<file path="src/shared/slsd_pkg.sv">
/*
 * Constants, field layout and state codes shared by the serial LCD segment driver.
 * Assumes a single 50 MHz system clock and pins that arrive asynchronously.
 */
// What this block does
// Serial input is accepted only while select is high for the whole frame.
// Each shift clock rise with select high shifts one data bit into 72 stages.
// Select falling moves the frame into the addressed group latches and display; code holds it in the buffer to a frame start, drops it when full.
// The shift register keeps its contents however long the shift clock pauses.
// Role pin high selects master, low selects slave.
// Master drives frame align; slave reads it and aligns its common sequence.
// Master times from its own oscillator; slave times from the rc clock pin.
// Tick output runs at the oscillator rate divided by four.
// Slaves follow the master common rate and sync to run in lockstep.
// Duty pin high selects half duty, low selects third duty.
// Half duty multiplexes only the first two backplane drives.
// Lamp test low turns every column drive on.
// Display off low turns every column drive off.
// Half duty frame is 48 bits; even bits first common, odd bits second.
// Third duty frame is 72 bits; bit triples map to the three commons.
// Last three bits are a group address, one bit each for segments 0-20, 21-41, 42-61.
// Several address bits set load the same data into every selected group.
// Half duty ignores dummy bits 42-44, and 40-44 for the last group.
// Third duty ignores dummy bits 63-68, and 60-68 for the last group.
// Host may drop leading bits but always ends with the address bits.
// When lamp test and display off are both low, display off wins.
// Group latches count as undefined until each group is written once.
package slsd_pkg;

    // =====================================================================
    // Frame layout.
    localparam int SLSD_SR_LEN = 72;
    localparam int SLSD_HALF_LEN = 48;
    localparam int SLSD_SEG_NUM = 62;
    localparam int SLSD_COM_NUM = 3;
    localparam int SLSD_GRP_SIZE = 21;
    localparam int SLSD_ADDR_BITS = 3;
    localparam int SLSD_HALF_STEP = 2;
    localparam int SLSD_THIRD_STEP = 3;
    localparam int SLSD_FIFO_DEPTH = 8;

    // =====================================================================
    // Timing.
    localparam int SLSD_CLK_HZ = 50_000_000;
    localparam int SLSD_OSC_HZ = 1400;
    localparam int SLSD_OSC_DIV_CYC = SLSD_CLK_HZ / SLSD_OSC_HZ;
    localparam int SLSD_OSC_CNT_W = 16;
    localparam int SLSD_TICK_DIV = 4;
    localparam int SLSD_PRE_W = $clog2(SLSD_TICK_DIV);
    localparam logic [SLSD_PRE_W-1:0] SLSD_PRE_LAST = SLSD_PRE_W'(SLSD_TICK_DIV - 1);
    localparam logic [1:0] SLSD_HALF_COMS = 2'h2;
    localparam logic [1:0] SLSD_THIRD_COMS = 2'h3;

    // =====================================================================
    // Synchronised pin vector layout and its reset value.
    localparam int SLSD_IN_SEL = 0;
    localparam int SLSD_IN_SCK = 1;
    localparam int SLSD_IN_DAT = 2;
    localparam int SLSD_IN_ROLE = 3;
    localparam int SLSD_IN_DUTY = 4;
    localparam int SLSD_IN_LAMP = 5;
    localparam int SLSD_IN_OFF = 6;
    localparam int SLSD_IN_RC = 7;
    localparam int SLSD_IN_ALIGN = 8;
    localparam int SLSD_IN_NUM = 9;
    localparam logic [SLSD_IN_NUM-1:0] SLSD_IN_RST = 9'h160;

    // =====================================================================
    // Serial port states.
    typedef enum logic [1:0]
    {
        SLSD_IDLE = 2'h1,
        SLSD_SHIFT = 2'h2
    } slsd_port_state_type;

endpackage : slsd_pkg

</file>
<file path="src/hw/slsd_fifo.sv">
/*
 * Frame buffer between the serial port and the display latches.
 * Assumes one clock; the drain side may stall for long periods.
 */
`timescale 1ns/1ps
module slsd_fifo #(
    parameter int WIDTH = 72,
    parameter int DEPTH = 8
) (
    input wire logic i_clk_sys,
    input wire logic i_rst,
    input wire logic i_in_valid,
    output logic o_in_ready,
    input wire logic [WIDTH-1:0] i_in_data,
    output logic o_out_valid,
    input wire logic i_out_ready,
    output logic [WIDTH-1:0] o_out_data
);
    import slsd_pkg::*;

    localparam int PW = $clog2(DEPTH);
    localparam int CW = $clog2(DEPTH + 1);
    localparam logic [PW-1:0] PTR_LAST = PW'(DEPTH - 1);
    localparam logic [CW-1:0] CNT_FULL = CW'(DEPTH);
    localparam logic [CW-1:0] CNT_LAST = CW'(DEPTH - 1);

    typedef struct packed {
        logic [DEPTH-1:0][WIDTH-1:0] mem;
        logic [PW-1:0] wp;
        logic [PW-1:0] rp;
        logic [CW-1:0] cnt;
        logic [WIDTH-1:0] head;
        logic head_v;
    } slsd_fifo_state_type;

    slsd_fifo_state_type r;
    slsd_fifo_state_type n;

    // =====================================================================
    // Storage plus a registered head word.
    // The head word counts toward the depth, so the buffer holds DEPTH words in all.
    assign o_in_ready = r.head_v ? (r.cnt != CNT_LAST) : (r.cnt != CNT_FULL);
    assign o_out_valid = r.head_v;
    assign o_out_data = r.head;

    always_comb
    begin
        n = r;
        if (i_in_valid && o_in_ready)
        begin
            n.mem[r.wp] = i_in_data;
            n.wp = (r.wp == PTR_LAST) ? '0 : PW'(r.wp + 1'b1);
            n.cnt = CW'(r.cnt + 1'b1);
        end
        if (!r.head_v || i_out_ready)
        begin
            if (n.cnt != '0)
            begin
                n.head = n.mem[r.rp];
                n.head_v = 1'b1;
                n.rp = (r.rp == PTR_LAST) ? '0 : PW'(r.rp + 1'b1);
                n.cnt = CW'(n.cnt - 1'b1);
            end
            else
            begin
                n.head_v = 1'b0;
            end
        end
    end

    always_ff @(posedge i_clk_sys)
    begin
        if (i_rst)
        begin
            r <= '0;
        end
        else
        begin
            r <= n;
        end
    end

endmodule : slsd_fifo

</file>
<file path="src/hw/slsd_top.sv">
/*
 * Serial LCD segment driver: serial frame port, group latches, common
 * sequencing, master and slave synchronisation, lamp test and blanking.
 * Assumes every pin input is asynchronous to the 50 MHz system clock.
 */
`timescale 1ns/1ps
module slsd_top #(
    parameter int OSC_DIV = slsd_pkg::SLSD_OSC_DIV_CYC,
    parameter int FIFO_DEPTH = slsd_pkg::SLSD_FIFO_DEPTH
) (
    input wire logic i_clk_sys,
    input wire logic i_rst,
    input wire logic i_select_in,
    input wire logic i_shift_clock,
    input wire logic i_data,
    input wire logic i_role_pick,
    input wire logic i_duty_pick,
    input wire logic i_lamp_test_n,
    input wire logic i_display_off_n,
    input wire logic i_rc_clock_pin,
    input wire logic i_frame_align,
    output logic o_frame_align,
    output logic o_frame_align_oe_n,
    output logic o_tick_out,
    output logic o_frame_ready,
    output logic [slsd_pkg::SLSD_COM_NUM-1:0] o_backplane_drives,
    output logic [slsd_pkg::SLSD_SEG_NUM-1:0] o_glass_column_drives,
    output logic [slsd_pkg::SLSD_COM_NUM-1:0] o_groups_loaded
);
    import slsd_pkg::*;

    // =====================================================================
    // State.
    typedef struct packed {
        logic [SLSD_IN_NUM-1:0] s1;
        logic [SLSD_IN_NUM-1:0] s2;
        logic [SLSD_IN_NUM-1:0] s3;
        logic [SLSD_IN_NUM-1:0] q;
        slsd_port_state_type st;
        logic [SLSD_SR_LEN-1:0] sr;
        logic [SLSD_OSC_CNT_W-1:0] osc_cnt;
        logic [SLSD_PRE_W-1:0] pre;
        logic [1:0] phase;
        logic [SLSD_COM_NUM-1:0][SLSD_SEG_NUM-1:0] lat;
        logic [SLSD_COM_NUM-1:0] loaded;
        logic [SLSD_COM_NUM-1:0] com;
        logic [SLSD_SEG_NUM-1:0] col;
        logic sync_o;
        logic oe_n;
    } slsd_top_state_type;

    localparam slsd_top_state_type ST_RST = '{
        s1: SLSD_IN_RST,
        s2: SLSD_IN_RST,
        s3: SLSD_IN_RST,
        q: SLSD_IN_RST,
        st: SLSD_IDLE,
        sr: '0,
        osc_cnt: '0,
        pre: '0,
        phase: '0,
        lat: '0,
        loaded: '0,
        com: '0,
        col: '0,
        sync_o: 1'b1,
        oe_n: 1'b1
    };

    localparam logic [SLSD_OSC_CNT_W-1:0] OSC_LAST = SLSD_OSC_CNT_W'(OSC_DIV - 1);

    slsd_top_state_type r;
    slsd_top_state_type n;

    logic [SLSD_IN_NUM-1:0] pins_w;
    logic [SLSD_IN_NUM-1:0] agree_w;
    logic [SLSD_IN_NUM-1:0] q_w;
    logic [SLSD_IN_NUM-1:0] rise_w;
    logic [SLSD_IN_NUM-1:0] fall_w;
    logic role_w;
    logic duty_w;
    logic lamp_w;
    logic off_w;
    logic dat_w;
    logic shift_w;
    logic push_w;
    logic osc_tick_w;
    logic adv_w;
    logic frame_start_w;
    logic pop_w;
    logic [1:0] ncom_w;
    logic fifo_in_rdy;
    logic fifo_out_v;
    logic [SLSD_SR_LEN-1:0] fifo_out_d;

    // =====================================================================
    // Pin synchronisers: a change counts once stages two and three agree.
    assign pins_w = {i_frame_align, i_rc_clock_pin, i_display_off_n, i_lamp_test_n,
                     i_duty_pick, i_role_pick, i_data, i_shift_clock, i_select_in};
    assign agree_w = ~(r.s2 ^ r.s3);
    assign q_w = (agree_w & r.s3) | (~agree_w & r.q);
    assign rise_w = q_w & ~r.q;
    assign fall_w = ~q_w & r.q;

    assign role_w = q_w[SLSD_IN_ROLE];
    assign duty_w = q_w[SLSD_IN_DUTY];
    assign lamp_w = q_w[SLSD_IN_LAMP];
    assign off_w = q_w[SLSD_IN_OFF];
    assign dat_w = q_w[SLSD_IN_DAT];

    // =====================================================================
    // Serial port strobes.
    assign shift_w = (r.st == SLSD_SHIFT) && rise_w[SLSD_IN_SCK] && q_w[SLSD_IN_SEL];
    assign push_w = (r.st == SLSD_SHIFT) && fall_w[SLSD_IN_SEL];

    // =====================================================================
    // Display timing strobes.
    // A slave steps one common per falling master tick, which falls as the master steps.
    assign osc_tick_w = role_w ? (r.osc_cnt == OSC_LAST) : fall_w[SLSD_IN_RC];
    assign adv_w = osc_tick_w && (!role_w || (r.pre == SLSD_PRE_LAST));
    assign ncom_w = duty_w ? SLSD_HALF_COMS : SLSD_THIRD_COMS;
    assign pop_w = frame_start_w && fifo_out_v;

    // =====================================================================
    // Frame buffer; a frame is only taken into the latches at a frame start.
    slsd_fifo #(
        .WIDTH(SLSD_SR_LEN),
        .DEPTH(FIFO_DEPTH)
    ) u_fifo (
        .i_clk_sys(i_clk_sys),
        .i_rst(i_rst),
        .i_in_valid(push_w),
        .o_in_ready(fifo_in_rdy),
        .i_in_data(r.sr),
        .o_out_valid(fifo_out_v),
        .i_out_ready(frame_start_w),
        .o_out_data(fifo_out_d)
    );

    // =====================================================================
    // Next state.
    always_comb
    begin
        int g;
        int i;
        int k;
        g = 0;
        i = 0;
        k = 0;
        n = r;
        frame_start_w = 1'b0;
        n.s1 = pins_w;
        n.s2 = r.s1;
        n.s3 = r.s2;
        n.q = q_w;

        // Serial port.
        case (r.st)
            SLSD_IDLE:
            begin
                if (rise_w[SLSD_IN_SEL])
                begin
                    n.st = SLSD_SHIFT;
                end
            end
            SLSD_SHIFT:
            begin
                if (shift_w)
                begin
                    n.sr = {r.sr[SLSD_SR_LEN-2:0], dat_w};
                end
                if (fall_w[SLSD_IN_SEL])
                begin
                    n.st = SLSD_IDLE;
                end
            end
            default:
            begin
                n.st = SLSD_IDLE;
            end
        endcase

        // Oscillator, tick divider and common phase.
        if (role_w)
        begin
            n.osc_cnt = osc_tick_w ? '0 : SLSD_OSC_CNT_W'(r.osc_cnt + 1'b1);
        end
        else
        begin
            n.osc_cnt = '0;
        end
        if (osc_tick_w)
        begin
            n.pre = SLSD_PRE_W'(r.pre + 1'b1);
        end
        if (r.phase >= ncom_w)
        begin
            n.phase = '0;
        end
        else if (adv_w)
        begin
            n.phase = (r.phase == 2'(ncom_w - 2'h1)) ? '0 : 2'(r.phase + 2'h1);
            frame_start_w = (n.phase == '0);
        end
        if (!role_w && fall_w[SLSD_IN_ALIGN])
        begin
            n.phase = '0;
            n.pre = '0;
        end

        // Group latch load from the buffered frame.
        if (frame_start_w && fifo_out_v)
        begin
            for (int s = 0; s < SLSD_SEG_NUM; s++)
            begin
                g = s / SLSD_GRP_SIZE;
                i = s - g * SLSD_GRP_SIZE;
                if (fifo_out_d[SLSD_ADDR_BITS-1-g])
                begin
                    for (int c = 0; c < SLSD_COM_NUM; c++)
                    begin
                        if (duty_w && c < SLSD_HALF_STEP)
                        begin
                            k = SLSD_HALF_LEN - 1 - (SLSD_HALF_STEP * i + c);
                            n.lat[c][s] = fifo_out_d[k];
                        end
                        else if (!duty_w)
                        begin
                            k = SLSD_SR_LEN - 1 - (SLSD_THIRD_STEP * i + c);
                            n.lat[c][s] = fifo_out_d[k];
                        end
                    end
                end
            end
            for (int a = 0; a < SLSD_COM_NUM; a++)
            begin
                if (fifo_out_d[SLSD_ADDR_BITS-1-a])
                begin
                    n.loaded[a] = 1'b1;
                end
            end
        end

        // Drive outputs.
        if (!off_w)
        begin
            n.col = '0;
        end
        else if (!lamp_w)
        begin
            n.col = '1;
        end
        else
        begin
            n.col = n.lat[n.phase];
        end
        n.com = '0;
        n.com[n.phase] = 1'b1;
        n.sync_o = (n.phase != '0) || !role_w;
        n.oe_n = !role_w;
    end

    always_ff @(posedge i_clk_sys)
    begin
        if (i_rst)
        begin
            r <= ST_RST;
        end
        else
        begin
            r <= n;
        end
    end

    // =====================================================================
    // Outputs.
    assign o_frame_align = r.sync_o;
    assign o_frame_align_oe_n = r.oe_n;
    assign o_tick_out = r.pre[SLSD_PRE_W-1];
    assign o_frame_ready = fifo_in_rdy;
    assign o_backplane_drives = r.com;
    assign o_glass_column_drives = r.col;
    assign o_groups_loaded = r.loaded;
endmodule : slsd_top

</file>
<file path="config.mk">
export PLATFORM = sky130hd
export DESIGN_NAME = slsd_top
export DESIGN_NICKNAME = d
export VERILOG_FILES = /design/src/shared/slsd_pkg.sv /design/src/hw/slsd_fifo.sv /design/src/hw/slsd_top.sv
export SDC_FILE = /design/constraint.sdc
export NUM_CORES = 2
export LEC_CHECK = 0
export ABC_CLOCK_PERIOD_IN_PS = 4000
export BUFFER_PORTS_ARGS = -buffer_cell sky130_fd_sc_hd__buf_2
export CAP_MARGIN = 20
export CORE_ASPECT_RATIO = 1.4
export CORE_MARGIN = 5
export CORE_UTILIZATION = 35
export DETAILED_ROUTE_END_ITERATION = 6
export SYNTH_ARGS = -nofsm -noshare
export SYNTH_HDL_FRONTEND = slang
export SYNTH_HIERARCHICAL = 1
export SYNTH_SLANG_ARGS = --single-unit
export TNS_END_PERCENT = 5
</file>
<file path="constraint.sdc">
create_clock -name i_clk_sys -period 4 [get_ports i_clk_sys]
set_input_delay 1 -clock i_clk_sys [delete_from_list [all_inputs] [get_ports i_clk_sys]]
set_output_delay 1 -clock i_clk_sys [all_outputs]
set_load 0.005 [all_outputs]
</file>
### Word level (Yosys, flattened, before mapping)

Cells that the tools add are included.

| word-level totals | value |
|---|---|
| bits in registers | 1,045 |
| input port bits | 11 |
| output and inout bits | 72 |
| word-level logic and storage cells | 418 |

| cells by class | value |
|---|---|
| $add $sub $neg | 8 |
| magnitude comparators | 6 |
| equal/unequal tests | 11 |
| mux-type cells | 323 |
| bitwise gates (word level) | 12 |
| reductions and logical operators | 26 |

Operators by type and width:

| operator | count |
|---|---|
| 2-to-1 mux 579 bit | 1 |
| bitwise mux 576 bit | 1 |
| 2-to-1 mux 1 bit | 300 |
| binary-select mux 72 bit (select 3 bit) | 1 |
| demux 72 bit (select 3 bit) | 1 |
| 2-to-1 mux 189 bit | 1 |
| 2-to-1 mux 72 bit | 2 |
| binary-select mux 62 bit (select 2 bit) | 1 |
| 2-to-1 mux 62 bit | 2 |
| 2-to-1 mux 77 bit | 1 |
| 2-to-1 mux 76 bit | 1 |
| AND 9 bit | 3 |
| inverter 9 bit | 3 |
| adder 16 x 1 -> 16 bit, second input constant | 1 |
| == test 16 bit, second input constant | 1 |
| 2-to-1 mux 2 bit | 6 |
| AND reduction 2 bit | 6 |
| logical AND 1 bit | 9 |
| OR 9 bit | 1 |
| XOR 9 bit | 1 |
| less-than comparator 3 x 4 -> 1 bit, second input constant | 2 |
| adder 3 x 1 -> 3 bit, second input constant | 2 |
| == test 3 bit, second input constant | 2 |
| 2-to-1 mux 3 bit | 2 |
| other kinds (27) | 35 |

### Depth between registers and ports, before layout

| logic depth | value |
|---|---|
| depth after elaboration | 17 |
| depth in mapped cells | 15 |
| depth with buffers taken out | 11 |

### By module

Netlist, hierarchy kept.

By module, submodules not included:

| module | instances | cells an instance | area each (um2) | sequential area each (um2) |
|---|---|---|---|---|
| slsd_fifo | 1 | 3,776 | 28,329.7 | 13,192.7 |
| slsd_top | 1 | 1,920 | 17,026.3 | 7,727.4 |

### Worst setup path after synthesis

No wires, ideal clock.

| timing path | value |
|---|---|
| kind | register to register |
| from | register r[260] (netlist name) |
| to | register u_fifo.r (netlist bit u_fifo/o_out_data[10]) |
| library setup time | 0.060 ns |
| data arrival time | 3.289 ns |
| required time | 3.940 ns |
| slack | 0.651 ns |
| stages on the path, launching flop included | 14 |
| path buffers | 4 |
| clock period less this slack | 3.349 ns |
| cell sequence | dfxtp_1 ha_1 or4b_1 nor4_4 a21oi_1 buf_2 buf_2 clkbuf_1 nor3_1 nand2b_1 o31ai_4 nor2_1 clkbuf_1 a22o_1 |

RTL lines:

| element | RTL line | RTL |
|---|---|---|
| end signal: assignment | slsd_fifo.sv:79 | `r <= n;` |
| end: declaration | slsd_fifo.sv:36 | `slsd_fifo_state_type r;` |

### Worst setup path after layout

| timing path | value |
|---|---|
| from | register u_fifo/r[75] (netlist bit) |
| to | output port o_frame_ready |

| between the ends | value |
|---|---|
| word-level cells in the longest chain between the ends | 2 |
| elaborated cells on any way between the ends | 3 |
| those cells by class | eq/ne: 2; mux: 1 |

Ends and longest elaborated chain:

| element | RTL line | RTL |
|---|---|---|
| != test 4 bit / != test 4 x 3 -> 1 bit (equally long branches) | slsd_fifo.sv:42 | `assign o_in_ready = r.head_v ? (r.cnt != CNT_LAST) : (r.cnt != CNT_FULL);` |
| 2-to-1 mux 1 bit * | slsd_fifo.sv:42 |  |
| end: declaration | slsd_top.sv:25 | `output logic o_frame_ready,` |

Every way passes the cells marked *; elsewhere a longest branch is shown, timed or not.

==> metrics.cfg <==
[status]
outcome = complete, but fails checks
violations = DRC

[global_routing]
grt_pass1_wl_um = 223000
grt_pass1_vias = 36537
grt.total_usage_pct = 20.9
antenna_found_initial = 0
grt_max_degree = 139
grt_remaining_overflow = 0

[power]
power_leakage_nw = 16.8
seq_power_share_pct = 46.8
switching_power_w = 0.00577
vdd_drop_max_mv = 0.465
p_comb_share_pct = 8.9
pwr_density_cell_mw_per_mm2 = 451
switching_share_pct = 26.4
p_total_w = 0.0219
power.share.clock_pct = 44.4
internal_power_w = 0.0161

[cells_and_area]
drive_gt1_share_pct = 9.64
multi_input_area_mm2 = 0.0208
area_delta_synth_final_pct = 9.50
regArea_mm2 = 0.0204
fin_nets = 5166
fillers = 12701
diodes = 0
design_area_mm2 = 0.0485

[setup_path]
crit_path_start_kind = flop
path_class = flop to primary output
crit_fanout = 124
r2r-start = u_fifo/r[75]
cp-startpoint = u_fifo/r[75]
arrival_ns = 2.82
required_ns = 3.00
cp-end-kind = primary output

[timing]
drv_slew = 0
max_slew.worst_pin.slew_ns = 1.07
setup_viol = 0
rsz0062_at_grt = no
fin_tns_setup_ns = 0
hold_viol_final = 0
clock_skew_ns = 0.0261
finalCriticalPeriod_ns = 3.82
slew_headroom_pct = 29.0
period_share_pct = 95.5
max_freq_mhz = 262

[placement]
gp_congestion = 0.795
numPortBuffers = 82
dp_hpwl_um = 80100
placedInstanceArea_mm2 = 0.0452

[clock_tree]
clock_path_buffers = 3
clkTransAtPathRegs_ns = 0.07
htree_num_levels = 3
cts-resized-gates = 0
cts_tree = yes
post-cts-setup-buffers = 0
hold_buffers = 0
clockRootBuffer = clkbuf_16
clock_sinks = 1018
cts-buffers-inserted = 93
clk_latency_ns = 0.70

[worst_hold_path]
min_path_type = flop to flop
min_from = n[376]

[routing]
drc = 4
dr.pass1.iters = 7
wire_per_inst_um = 21.6
routed_wl_um = 148000
dr_total_vias = 38786
drtIter0Drc = 3732
vias_per_cell = 5.66
ant_nets = 0

[floorplan]
start_util_pct = 35.2
io_pins = 83
die_w_um = 311
core_mm2 = 0.126
rows = 154
die_area_mm2 = 0.134
dieHeight_um = 431

[synth]
synth.avg_cell_area_um2 = 7.97
ys_warn_count = 6
synth_nets = 5579
syn-instance-count = 5558
synth.cell_area_mm2 = 0.0443

[job]
drv_cap = 0

-- flip-flops by register name (all words and copies together), names as in the netlist, 3 cells and up --
register and count:
o_backplane_drives 3, u_fifo/o_out_data 69, o_glass_column_drives 62, o_groups_loaded 3, n 18, r 297
u_fifo/r 562
-- power by group through the flow --
stage | Clock [W] | Sequential, W | Combinational (W)
after floorplan | 0 | 0.0104 | 0.00116
final | 0.00970 | 0.0102 | 0.00194
after global routing | 0.0102 | 0.0102 | 0.00199
after global placement | 0 | 0.0105 | 0.00188
after CTS | 0.00985 | 0.0102 | 0.00189
after detailed placement | 0 | 0.0105 | 0.00189
-- path summary, 6_finish.rpt --
kind              slack, ns  cells after the start               endpoint
setup / recovery       0.18                      5          o_frame_ready
hold / removal         0.41                      1                 n[367]
setup reg to reg       0.35                     12  u_fifo/o_out_data[41]
hold reg to reg        0.41                      1                 n[367]
-- cell usage in the layout (no fill, tap or decap), drive strengths merged, types with 91 or more instances in the layout --
cell	instances
a21oi	892
mux2i	150
clkbuf	124
nor2	187
nand2	1433
nand2b	91
dfxtp	1018
nand3	346
buf	200
-- critical path, stage by stage, from the launching register on --
cell and delay [ns]:
dfxtp_1 0.38, or4_1 0.51, mux2i_1 0.46, inv_8 0.11, buf_12 0.26, buf_2 0.28
-- layer usage --
layer	vias to the layer above	part of all wire, %	global-route usage, %
met4	0	4.2	8.71
li1	18186	-	-
met2	1645	50	37.6
met1	18565	39	25.3
met3	390	7.0	2.65
met5	-	0	0
-- final cells by class --
type	count	area share, %
inverters	13	0.116
well taps	1638	4.23
clock buffers	124	5.35
multi-input cells	3819	42.8
flip-flops and latches	1018	42.0
clock inverters	45	1.38
repair buffers	200	4.04
-- stage by stage --
stage          hold WS (ns)  utilization, %  instances  worst slack [ns]
6_report              0.410            38.5       6857             0.180
5_1_grt               0.436            38.5       6857            0.0903
4_1_cts               0.414            38.5       6857             0.195
3_5_place_dp          0.401            35.9       6688             0.437
3_3_place_gp          0.404            35.9       6688             0.531
2_1_floorplan         0.389               -       5558             0.651
No activity file was read; power rests on OpenSTA's default activity.
